==> config.mk <==
export PLATFORM = sky130hd
export DESIGN_NAME = tmr_ctrl
export DESIGN_NICKNAME = d
export VERILOG_FILES = /design/src/hdl/tmr_ctrl.v
export VERILOG_INCLUDE_DIRS = /design/src /design/src/hdl
export SDC_FILE = /design/constraint.sdc
export NUM_CORES = 1
export LEC_CHECK = 0
export BUFFER_PORTS_ARGS = -buffer_cell sky130_fd_sc_hd__buf_2
export CORE_ASPECT_RATIO = 0.6
export CORE_MARGIN = 8
export CORE_UTILIZATION = 60
export DETAILED_ROUTE_END_ITERATION = 7
export GPL_ROUTABILITY_DRIVEN = 0
export PLACE_DENSITY = 0.78
export SLEW_MARGIN = 10
export SYNTH_ARGS = -nofsm -noshare
export SYNTH_HDL_FRONTEND = slang
export SYNTH_SLANG_ARGS = --single-unit
==> constraint.sdc <==
create_clock -name aclk -period 4.3 [get_ports aclk]
set_clock_uncertainty 0.2 [all_clocks]
set_input_delay 1.29 -clock aclk [delete_from_list [all_inputs] [get_ports aclk]]
set_output_delay 1.29 -clock aclk [all_outputs]
set_load 0.01 [all_outputs]
==> src/hdl/tmr_consts.vh <==
// register map, field positions and reset values for the timer control slice
`ifndef TMR_CONSTS_VH
`define TMR_CONSTS_VH

// byte addresses of the one-byte registers, one aligned word each
`define TMR_A_CTRL1    6'h00
`define TMR_A_CTRL2    6'h04
`define TMR_A_STATUS   6'h08
`define TMR_A_IC1H     6'h0C
`define TMR_A_IC1L     6'h10
`define TMR_A_OC1H     6'h14
`define TMR_A_OC1L     6'h18
`define TMR_A_OC2H     6'h1C
`define TMR_A_OC2L     6'h20
`define TMR_A_CNTH     6'h24
`define TMR_A_CNTL     6'h28
`define TMR_A_ACNTH    6'h2C
`define TMR_A_ACNTL    6'h30
`define TMR_A_IC2H     6'h34
`define TMR_A_IC2L     6'h38

// first control register fields
`define TMR_C1_OUTPUT_LEVEL_2   2
`define TMR_C1_CAPTURE1_EDGE_SELECT   1
`define TMR_C1_OLVL1   0

// second control register fields
`define TMR_C2_PIN1EN  7
`define TMR_C2_PIN2EN  6
`define TMR_C2_ONEPLS  5
`define TMR_C2_PWM     4
`define TMR_C2_CSEL_HI 3
`define TMR_C2_CSEL_LO 2
`define TMR_C2_CAPTURE2_EDGE_SELECT   1
`define TMR_C2_EXT_CLOCK_EDGE   0

// status register fields
`define TMR_ST_CAP1    7
`define TMR_ST_CMP1    6
`define TMR_ST_OVF     5
`define TMR_ST_CAP2    4
`define TMR_ST_CMP2    3
`define TMR_ST_DIS     2

// clock select codes
`define TMR_CS_DIV4    2'b00
`define TMR_CS_DIV2    2'b01
`define TMR_CS_DIV8    2'b10
`define TMR_CS_EXT     2'b11

// reset values and the counter maximum
`define TMR_CTRL_RST   8'h00
`define TMR_CNT_RST    16'h0000
`define TMR_CNT_MAX    16'hFFFF
`define TMR_CMP_RST    16'h0000

// bus responses
`define TMR_RESP_OK    2'b00
`define TMR_RESP_ERR   2'b10

`endif

==> src/hdl/tmr_ctrl.v <==
// 16-bit timer control/status slice with an AXI4-Lite register port
// How it works
// - pin-1 enable only routes the waveform to compare pin 1; compare keeps running.
// - pin-2 enable only routes channel 2 level to compare pin 2.
// - one-pulse mode: capture-1 edge starts one pulse, length from compare-1.
// - PWM mode: pulse length from compare-1, period from compare-2.
// - clock select 00 /4, 01 /2, 10 /8, 11 external pin.
// - without an external pin, external select halts the counter.
// - capture-2 edge select: 0 falling, 1 rising.
// - external clock edge bit: 0 falling, 1 rising.
// - capture-1 flag on capture-1 or PWM period end; cleared by status read then low byte.
// - compare-1 flag on counter match outside PWM mode; cleared by status read then compare-1 low byte.
// - overflow flag on FFFF to 0000 wrap; cleared by status read then counter low byte.
// - alternate counter low byte never clears the overflow flag.
// - capture-2 flag on capture-2 event; cleared by status read then its low byte.
// - compare-2 flag on counter match outside PWM mode; cleared by status read then compare-2 low byte.
// - timer disable freezes prescaler and counter and shuts both compare pins.
// - all registers stay readable and writable while disabled.
// - capture-1 high byte is read-only, upper counter byte taken at capture 1.
// - capture-1 edge select: 0 falling, 1 rising; also one-pulse trigger polarity.
// - output level 2 drives compare pin 1 in the active phase of one-pulse and PWM.
// - writing the counter low byte resets the counter.
`timescale 1ns/1ps
`default_nettype none
`include "tmr_consts.vh"

module tmr_ctrl #(
    parameter EXT_CLK_PRESENT = 1
) (
    // clock and reset
    input  wire        aclk,
    input  wire        aresetn,
    // axi4-lite write address
    input  wire [5:0]  s_axi_awaddr,
    input  wire        s_axi_awvalid,
    output reg         s_axi_awready,
    // axi4-lite write data
    input  wire [31:0] s_axi_wdata,
    input  wire [3:0]  s_axi_wstrb,
    input  wire        s_axi_wvalid,
    output reg         s_axi_wready,
    // axi4-lite write response
    output reg  [1:0]  s_axi_bresp,
    output reg         s_axi_bvalid,
    input  wire        s_axi_bready,
    // axi4-lite read address
    input  wire [5:0]  s_axi_araddr,
    input  wire        s_axi_arvalid,
    output reg         s_axi_arready,
    // axi4-lite read data
    output reg  [31:0] s_axi_rdata,
    output reg  [1:0]  s_axi_rresp,
    output reg         s_axi_rvalid,
    input  wire        s_axi_rready,
    // timer pins
    input  wire        capture_pin_1,
    input  wire        capture_pin_2,
    input  wire        ext_clock_pin,
    output reg         compare_pin_1,
    output reg         compare_pin_1_sel,
    output reg         compare_pin_2,
    output reg         compare_pin_2_sel
);

    // address decode shared by read and write paths
    function is_mapped;
        input [5:0] a;
        begin
            is_mapped = (a[1:0] == 2'b00) && (a <= `TMR_A_IC2L);
        end
    endfunction

    // edge of a synchronised pin, polarity chosen by sel
    function pin_edge;
        input stable;
        input now;
        input last;
        input sel;
        begin
            pin_edge = stable && (now != last) && (now == sel);
        end
    endfunction

    // registers
    reg  [7:0]  ctrl1_reg;
    reg  [7:0]  timer_control_second_reg;
    reg         timer_disable_reg;
    reg  [4:0]  flags_reg;
    reg  [4:0]  flags_next;
    reg  [4:0]  snap_reg;
    reg  [15:0] counter_reg;
    reg  [15:0] cmp1_reg;
    reg  [15:0] cmp2_reg;
    reg  [15:0] cap1_reg;
    reg  [15:0] cap2_reg;
    reg  [2:0]  presc_reg;
    reg         tick_d_reg;
    reg         pin1_level_reg;
    reg         pin2_level_reg;

    // synchronisers: [0] first stage, [1] second, [2] third
    reg  [2:0]  sync_c1_reg;
    reg  [2:0]  sync_c2_reg;
    reg  [2:0]  sync_ex_reg;
    reg         lvl_c1_reg;
    reg         lvl_c2_reg;
    reg         lvl_ex_reg;

    // axi holding registers
    reg  [5:0]  aw_addr_reg;
    reg         aw_held_reg;
    reg  [7:0]  w_data_reg;
    reg         w_en_reg;
    reg         w_held_reg;

    wire [1:0] clk_sel   = timer_control_second_reg[`TMR_C2_CSEL_HI:`TMR_C2_CSEL_LO];
    wire       pwm_on    = timer_control_second_reg[`TMR_C2_PWM];
    wire       one_pulse = timer_control_second_reg[`TMR_C2_ONEPLS];

    // change counts once second and third stage agree
    wire cap1_evt = pin_edge(sync_c1_reg[1] == sync_c1_reg[2], sync_c1_reg[2],
                             lvl_c1_reg, ctrl1_reg[`TMR_C1_CAPTURE1_EDGE_SELECT]);
    wire cap2_evt = pin_edge(sync_c2_reg[1] == sync_c2_reg[2], sync_c2_reg[2],
                             lvl_c2_reg, timer_control_second_reg[`TMR_C2_CAPTURE2_EDGE_SELECT]);
    wire ext_evt  = pin_edge(sync_ex_reg[1] == sync_ex_reg[2], sync_ex_reg[2],
                             lvl_ex_reg, timer_control_second_reg[`TMR_C2_EXT_CLOCK_EDGE]);

    // prescaler taps for /2, /4, /8
    reg  [2:0] presc_mask;
    always @* begin
        case (clk_sel)
            `TMR_CS_DIV2: presc_mask = 3'h1;
            `TMR_CS_DIV4: presc_mask = 3'h3;
            `TMR_CS_DIV8: presc_mask = 3'h7;
            default:      presc_mask = 3'h0;
        endcase
    end

    // external select on a part without the pin never ticks
    wire ext_ok = (EXT_CLK_PRESENT != 0);
    wire tick = !timer_disable_reg &&
                ((clk_sel == `TMR_CS_EXT) ? (ext_ok && ext_evt)
                                           : ((presc_reg & presc_mask) == presc_mask));

    // compare events seen one cycle after the counter moved
    wire match1 = tick_d_reg && (counter_reg == cmp1_reg);
    wire match2 = tick_d_reg && (counter_reg == cmp2_reg);
    wire ovf_evt = tick && (counter_reg == `TMR_CNT_MAX);
    // one-pulse trigger on the capture-1 active edge
    wire opm_start = one_pulse && !pwm_on && cap1_evt;
    // compare-2 match ends the PWM period
    wire pwm_wrap = pwm_on && match2;

    // bus write strobe and its target
    wire       do_write = aw_held_reg && w_held_reg && !s_axi_bvalid;
    wire       wr_hit   = do_write && w_en_reg && is_mapped(aw_addr_reg);
    wire       do_read  = s_axi_arvalid && s_axi_arready;
    wire       rd_hit   = do_read && is_mapped(s_axi_araddr);

    function acc;
        input [5:0] a;
        input       w;
        input [5:0] wa;
        input       r;
        input [5:0] ra;
        begin
            acc = (w && wa == a) || (r && ra == a);
        end
    endfunction

    wire acc_stat = acc(`TMR_A_STATUS, 1'b0, aw_addr_reg, rd_hit, s_axi_araddr);
    wire acc_ic1l = acc(`TMR_A_IC1L, wr_hit, aw_addr_reg, rd_hit, s_axi_araddr);
    wire acc_oc1l = acc(`TMR_A_OC1L, wr_hit, aw_addr_reg, rd_hit, s_axi_araddr);
    wire acc_oc2l = acc(`TMR_A_OC2L, wr_hit, aw_addr_reg, rd_hit, s_axi_araddr);
    wire acc_cntl = acc(`TMR_A_CNTL, wr_hit, aw_addr_reg, rd_hit, s_axi_araddr);
    wire acc_ic2l = acc(`TMR_A_IC2L, wr_hit, aw_addr_reg, rd_hit, s_axi_araddr);
    wire wr_cntl  = wr_hit && (aw_addr_reg == `TMR_A_CNTL);
    wire wr_acntl = wr_hit && (aw_addr_reg == `TMR_A_ACNTL);

    // flags: index 4 cap1, 3 cmp1, 2 ovf, 1 cap2, 0 cmp2
    // low-byte access clears a flag the status read saw
    // counter low byte clears overflow, alternate byte never
    wire [4:0] flag_acc = {acc_ic1l, acc_oc1l, acc_cntl, acc_ic2l, acc_oc2l};
    // capture-1 or PWM end; compare flags only outside PWM
    wire [4:0] flag_set = {cap1_evt || pwm_wrap, match1 && !pwm_on, ovf_evt, cap2_evt,
                           match2 && !pwm_on};

    // set wins over a clear in the same cycle
    always @* begin
        flags_next = (flags_reg & ~(flag_acc & snap_reg)) | flag_set;
    end

    // read data mux
    reg [7:0] rd_byte;
    always @* begin
        case (s_axi_araddr)
            `TMR_A_CTRL1:  rd_byte = ctrl1_reg;
            `TMR_A_CTRL2:  rd_byte = timer_control_second_reg;
            `TMR_A_STATUS: rd_byte = {flags_reg[4:1], flags_reg[0], timer_disable_reg, 2'b00};
            `TMR_A_IC1H:   rd_byte = cap1_reg[15:8];
            `TMR_A_IC1L:   rd_byte = cap1_reg[7:0];
            `TMR_A_OC1H:   rd_byte = cmp1_reg[15:8];
            `TMR_A_OC1L:   rd_byte = cmp1_reg[7:0];
            `TMR_A_OC2H:   rd_byte = cmp2_reg[15:8];
            `TMR_A_OC2L:   rd_byte = cmp2_reg[7:0];
            `TMR_A_CNTH:   rd_byte = counter_reg[15:8];
            `TMR_A_CNTL:   rd_byte = counter_reg[7:0];
            `TMR_A_ACNTH:  rd_byte = counter_reg[15:8];
            `TMR_A_ACNTL:  rd_byte = counter_reg[7:0];
            `TMR_A_IC2H:   rd_byte = cap2_reg[15:8];
            `TMR_A_IC2L:   rd_byte = cap2_reg[7:0];
            default:       rd_byte = 8'h00;
        endcase
    end

    // axi4-lite slave handshakes
    always @(posedge aclk) begin
        if (!aresetn) begin
            s_axi_awready <= 1'b1;
            s_axi_wready  <= 1'b1;
            s_axi_bvalid  <= 1'b0;
            s_axi_bresp   <= `TMR_RESP_OK;
            s_axi_arready <= 1'b1;
            s_axi_rvalid  <= 1'b0;
            s_axi_rresp   <= `TMR_RESP_OK;
            s_axi_rdata   <= 32'h0000_0000;
            aw_addr_reg   <= 6'h00;
            aw_held_reg   <= 1'b0;
            w_data_reg    <= 8'h00;
            w_en_reg      <= 1'b0;
            w_held_reg    <= 1'b0;
        end else begin
            if (s_axi_awvalid && s_axi_awready) begin
                aw_addr_reg   <= s_axi_awaddr;
                aw_held_reg   <= 1'b1;
                s_axi_awready <= 1'b0;
            end
            if (s_axi_wvalid && s_axi_wready) begin
                w_data_reg   <= s_axi_wdata[7:0];
                w_en_reg     <= s_axi_wstrb[0];
                w_held_reg   <= 1'b1;
                s_axi_wready <= 1'b0;
            end
            if (do_write) begin
                aw_held_reg  <= 1'b0;
                w_held_reg   <= 1'b0;
                s_axi_bvalid <= 1'b1;
                s_axi_bresp  <= is_mapped(aw_addr_reg) ? `TMR_RESP_OK : `TMR_RESP_ERR;
            end
            if (s_axi_bvalid && s_axi_bready) begin
                s_axi_bvalid  <= 1'b0;
                s_axi_awready <= 1'b1;
                s_axi_wready  <= 1'b1;
            end
            if (do_read) begin
                s_axi_arready <= 1'b0;
                s_axi_rvalid  <= 1'b1;
                s_axi_rdata   <= {24'h00_0000, rd_byte};
                s_axi_rresp   <= is_mapped(s_axi_araddr) ? `TMR_RESP_OK : `TMR_RESP_ERR;
            end
            if (s_axi_rvalid && s_axi_rready) begin
                s_axi_rvalid  <= 1'b0;
                s_axi_arready <= 1'b1;
            end
        end
    end

    // registers are written regardless of the disable bit
    always @(posedge aclk) begin
        if (!aresetn) begin
            ctrl1_reg                <= `TMR_CTRL_RST;
            timer_control_second_reg <= `TMR_CTRL_RST;
            timer_disable_reg        <= 1'b0;
            cmp1_reg                 <= `TMR_CMP_RST;
            cmp2_reg                 <= `TMR_CMP_RST;
        end else if (wr_hit) begin
            case (aw_addr_reg)
                `TMR_A_CTRL1:  ctrl1_reg <= w_data_reg;
                `TMR_A_CTRL2:  timer_control_second_reg <= w_data_reg;
                `TMR_A_STATUS: timer_disable_reg <= w_data_reg[`TMR_ST_DIS];
                `TMR_A_OC1H:   cmp1_reg[15:8] <= w_data_reg;
                `TMR_A_OC1L:   cmp1_reg[7:0] <= w_data_reg;
                `TMR_A_OC2H:   cmp2_reg[15:8] <= w_data_reg;
                `TMR_A_OC2L:   cmp2_reg[7:0] <= w_data_reg;
                default:       ctrl1_reg <= ctrl1_reg;
            endcase
        end
    end

    // flags and the status-read snapshot
    always @(posedge aclk) begin
        if (!aresetn) begin
            flags_reg <= 5'h00;
            snap_reg  <= 5'h00;
        end else begin
            flags_reg <= flags_next;
            // a flag clears only if a status read saw it; one access uses it up
            snap_reg <= acc_stat ? flags_reg : (snap_reg & ~flag_acc);
        end
    end

    always @(posedge aclk) begin
        if (!aresetn) begin
            sync_c1_reg <= 3'h0;
            sync_c2_reg <= 3'h0;
            sync_ex_reg <= 3'h0;
            lvl_c1_reg  <= 1'b0;
            lvl_c2_reg  <= 1'b0;
            lvl_ex_reg  <= 1'b0;
        end else begin
            sync_c1_reg <= {sync_c1_reg[1:0], capture_pin_1};
            sync_c2_reg <= {sync_c2_reg[1:0], capture_pin_2};
            sync_ex_reg <= {sync_ex_reg[1:0], ext_clock_pin};
            if (sync_c1_reg[1] == sync_c1_reg[2]) begin
                lvl_c1_reg <= sync_c1_reg[2];
            end
            if (sync_c2_reg[1] == sync_c2_reg[2]) begin
                lvl_c2_reg <= sync_c2_reg[2];
            end
            if (sync_ex_reg[1] == sync_ex_reg[2]) begin
                lvl_ex_reg <= sync_ex_reg[2];
            end
        end
    end

    // prescaler, counter and captures
    always @(posedge aclk) begin
        if (!aresetn) begin
            presc_reg   <= 3'h0;
            counter_reg <= `TMR_CNT_RST;
            tick_d_reg  <= 1'b0;
            cap1_reg    <= 16'h0000;
            cap2_reg    <= 16'h0000;
        end else begin
            if (!timer_disable_reg) begin
                presc_reg <= presc_reg + 3'h1;
            end
            tick_d_reg <= tick;
            // counter low byte write resets the count (alternate too)
            if (wr_cntl || wr_acntl || opm_start || pwm_wrap) begin
                counter_reg <= `TMR_CNT_RST;
            end else if (tick) begin
                counter_reg <= counter_reg + 16'h0001;
            end
            if (cap1_evt) begin
                cap1_reg <= counter_reg;
            end
            if (cap2_evt) begin
                cap2_reg <= counter_reg;
            end
        end
    end

    // waveform levels and pin drivers
    always @(posedge aclk) begin
        if (!aresetn) begin
            pin1_level_reg    <= 1'b0;
            pin2_level_reg    <= 1'b0;
            compare_pin_1     <= 1'b0;
            compare_pin_1_sel <= 1'b0;
            compare_pin_2     <= 1'b0;
            compare_pin_2_sel <= 1'b0;
        end else begin
            // level 2 during the active phase, level 1 after compare-1
            if (opm_start || (pwm_on && (pwm_wrap || match2))) begin
                pin1_level_reg <= ctrl1_reg[`TMR_C1_OUTPUT_LEVEL_2];
            end else if (match1) begin
                pin1_level_reg <= ctrl1_reg[`TMR_C1_OLVL1];
            end
            if (match2) begin
                pin2_level_reg <= ctrl1_reg[`TMR_C1_OUTPUT_LEVEL_2];
            end
            // pin-1 select only routes the level
            // disabled timer shuts both pins off
            compare_pin_1_sel <= timer_control_second_reg[`TMR_C2_PIN1EN] && !timer_disable_reg;
            compare_pin_1     <= timer_control_second_reg[`TMR_C2_PIN1EN] && !timer_disable_reg
                                 && pin1_level_reg;
            // pin-2 select only routes the level
            compare_pin_2_sel <= timer_control_second_reg[`TMR_C2_PIN2EN] && !timer_disable_reg;
            compare_pin_2     <= timer_control_second_reg[`TMR_C2_PIN2EN] && !timer_disable_reg
                                 && pin2_level_reg;
        end
    end

endmodule // tmr_ctrl

`default_nettype wire

==> out/summary.txt <==
DRC Markers -> 0
RSZ-0062 raised after global routing -> false
Count of pins over their slew limit -> 0
Met2 usage -> 0.361
CTS sink count -> 161
CTS max path bufs -> 2
Worst setup SP type -> input pin
Final antenna-violating net count -> 0
Vias post-DR -> 6422
Core Box Area -> 12800 um2
Critical Path Stages -> 7
VDD IR max -> 0.000230 V
Cells on worst reg2reg path -> 6
Clk Latency, worst-skew pair -> 430 ps
HPWL Detailed -> 15.9 mm
Initial core utilization -> 0.615
Power density over cell area -> 386 nW/um2
Max-cap violations -> 0
Ys flop type -> dfxtp_1
Share of cells above drive strength 1 -> 0.136
Multi-input gate area -> 4220 um2
Post-Layout Cell Count -> 1053
Cells after synthesis -> 849
Ys Warns -> 0
Chip height -> 105 um
CP Class -> in2reg
Leakage -> 0.00338 uW
FF+latch area -> 3220 um2
Chip width -> 164 um
Full die area -> 17200 um2
# rows -> 32
CTS-repair resized insts -> 0
Initial DRT Pass Iterations -> 6
First-pass GRT wire length -> 34.4 mm
Fmax -> 307 MHz
Wirelength per Cell -> 20.9 um
CTS clk-pin slew, worst paths -> 70 ps
Post-synthesis sequential area ratio -> 0.409
Fillers -> 1007
CTS Buf Count -> 17
GRT Max-Usage Layer -> met2
GRT Total Usage -> 0.257
Slowest-stage cell, CP -> a2111oi_2
Grt met1 use -> 0.355
CTS Hold Bufs -> 0
Worst Hold Class -> reg2reg
CP top delay family -> compound AO/OA/AOI/OAI gates
Hold Vio Cnt, Final -> 0
CP peak stage delay -> 780 ps
Total negative slack -> 0 ps
Synth Cell Area -> 7880 um2
Global route total overflow -> 0
Worst slew pin tran -> 1210 ps
Ys async rst share -> 0
#FFs+latches synth -> 161
Met3 usage -> 0.0925
I/O Buffers -> 49
CP bufs+invs -> 2
Initial antenna violation count -> 1
Number of global-route vias before repair -> 6269
Pin count of the biggest net entering global routing -> 41
EDFF count, synth -> 0
Via density -> 6.10
CP max FO -> 14
Max-Slew Margin vs Limit -> 0.192
Required @ worst endpoint -> 4480 ps
H-tree lvl count -> 4
Synthesized area per cell -> 9.28 um2
P&R area growth vs syn -> 10.1%
Starting DRT DRC Count -> 792
Worst hold path cell count -> 1
I/O pin count -> 103
Antenna Cells -> 0
Total Power -> 3350 uW
Nets@finish -> 931
Synth cell types -> 62
Routed wire length -> 22.0 mm
Crit end category -> flip-flop
CP arrival -> 3430 ps
Worst path cell trace -> buf_2, and3_1, a2111oi_2, buf_4, nand2_1, a31oi_1, a21o_1
Outcome -> finished clean
Crit share post-route -> 0.756
CTS tree -> done
Inst Count DP -> 1022
Final critical-path required period -> 3250 ps
Post-CTS Setup Repair Bufs -> 0
Final setup fails -> 0
CTS Root Cell -> clkbuf_16
==> worst paths after layout <==
kind,slack (ps),to,from
worst max-delay path,1050,s_axi_rdata[3]$_SDFFE_PN0N_,s_axi_araddr[2]
worst min-delay path,230,sync_c1_reg[1]$_SDFF_PN0_,sync_c1_reg[0]$_SDFF_PN0_
worst max register to register,1740,flags_reg[0]$_SDFF_PN0_,s_axi_bvalid$_SDFFE_PP0N_
worst min register to register,230,sync_c1_reg[1]$_SDFF_PN0_,sync_c1_reg[0]$_SDFF_PN0_
==> cells by family after synthesis <==
kind of cell,after synthesis,synth area share
AO/OA/AOI/OAI,139,0.129
buffers and inverters,98,0.0697
XOR/XNOR,49,0.0545
AND/OR/NAND/NOR,313,0.217
multiplexers,86,0.116
flip-flops,161,0.409
adder cells (fa/ha/maj),2,0.00318
other,1,0.000476
==> worst register-to-register path, stage by stage (launching register included) <==
cell and delay [ps]:
dfxtp_1 340, and3b_1 310, nand4_1 290, nor4_2 880
a21o_1 150, a21boi_0 90, o21a_1 190
==> final cells by class <==
cell class | count | area share
Inverter | 14 | 0.00606
Multi-Input combinational cell | 615 | 0.486
Timing Repair Buffer | 62 | 0.0395
Clock inverter | 14 | 0.0234
Clock buffer | 17 | 0.0490
Tap cell | 170 | 0.0245
Sequential cell | 161 | 0.372
==> report_power, final <==
| group | total, uW | internal (uW) | switching, uW |
|---|---|---|---|
| clock network | 1630 | 980 | 648 |
| logic | 172 | 66.2 | 105 |
| registers | 1550 | 1510 | 34.3 |
| total | 3350 | 2560 | 787 |
==> stage by stage <==
stage / setup slack (ps) / instance area (um2) / hold WS (ps) / utilization
CTS: 1170 / 8670 / 233 / 0.677
floorplan: 1210 / 7970 / 212 / -
global placement: 767 / 8050 / 215 / 0.628
detailed placement: 733 / 8050 / 217 / 0.628
finish: 1050 / 8670 / 232 / 0.677
global route: 997 / 8670 / 258 / 0.677
==> cell usage after synthesis, types with 7 or more instances <==
library cell  count  area, um2
xnor2_1          39        342
mux2i_1          77        771
nand2_1          75        282
buf_4            26        195
a31oi_1           7       43.8
and2_1           18        113
inv_1            14       52.6
clkbuf_1         42        158
dfxtp_1         161       3220
and3_1            7       43.8
nor2b_1          86        538
buf_2             7       35.0
xor2_1           10       87.6
nand3_1          21        105
nor3_1           13       65.1
a32o_1            7       70.1
a21boi_0         36        270
nor2_1           36        135
a21oi_1          19       95.1
nand4_1          15       93.8
o21ai_0          24        120
==> metal layers <==
metal / part of all wire / wire length [um]
met1: 0.43 / 9410
met2: 0.41 / 8950
met3: 0.14 / 3170
met4: 0.022 / 485
met5: 0.00059 / 13
==> cells in the final DEF (no fill, tap or decap), types with 7 or more instances in the layout <==
| master | instances |
|---|---|
| inv_1 | 14 |
| dfxtp_1 | 161 |
| buf_4 | 13 |
| nand2_1 | 75 |
| nor3_1 | 13 |
| and3_1 | 7 |
| mux2i_1 | 77 |
| a21oi_1 | 19 |
| a21boi_0 | 36 |
| nand3_1 | 21 |
| xnor2_1 | 39 |
| conb_1 | 26 |
| xor2_1 | 10 |
| a32o_1 | 7 |
| nor2_1 | 36 |
| nor2b_1 | 86 |
| nand4_1 | 15 |
| o21ai_0 | 23 |
| and2_1 | 18 |
| buf_2 | 49 |
| clkbuf_16 | 17 |
Note: power is estimated with default switching activity, not from simulation.
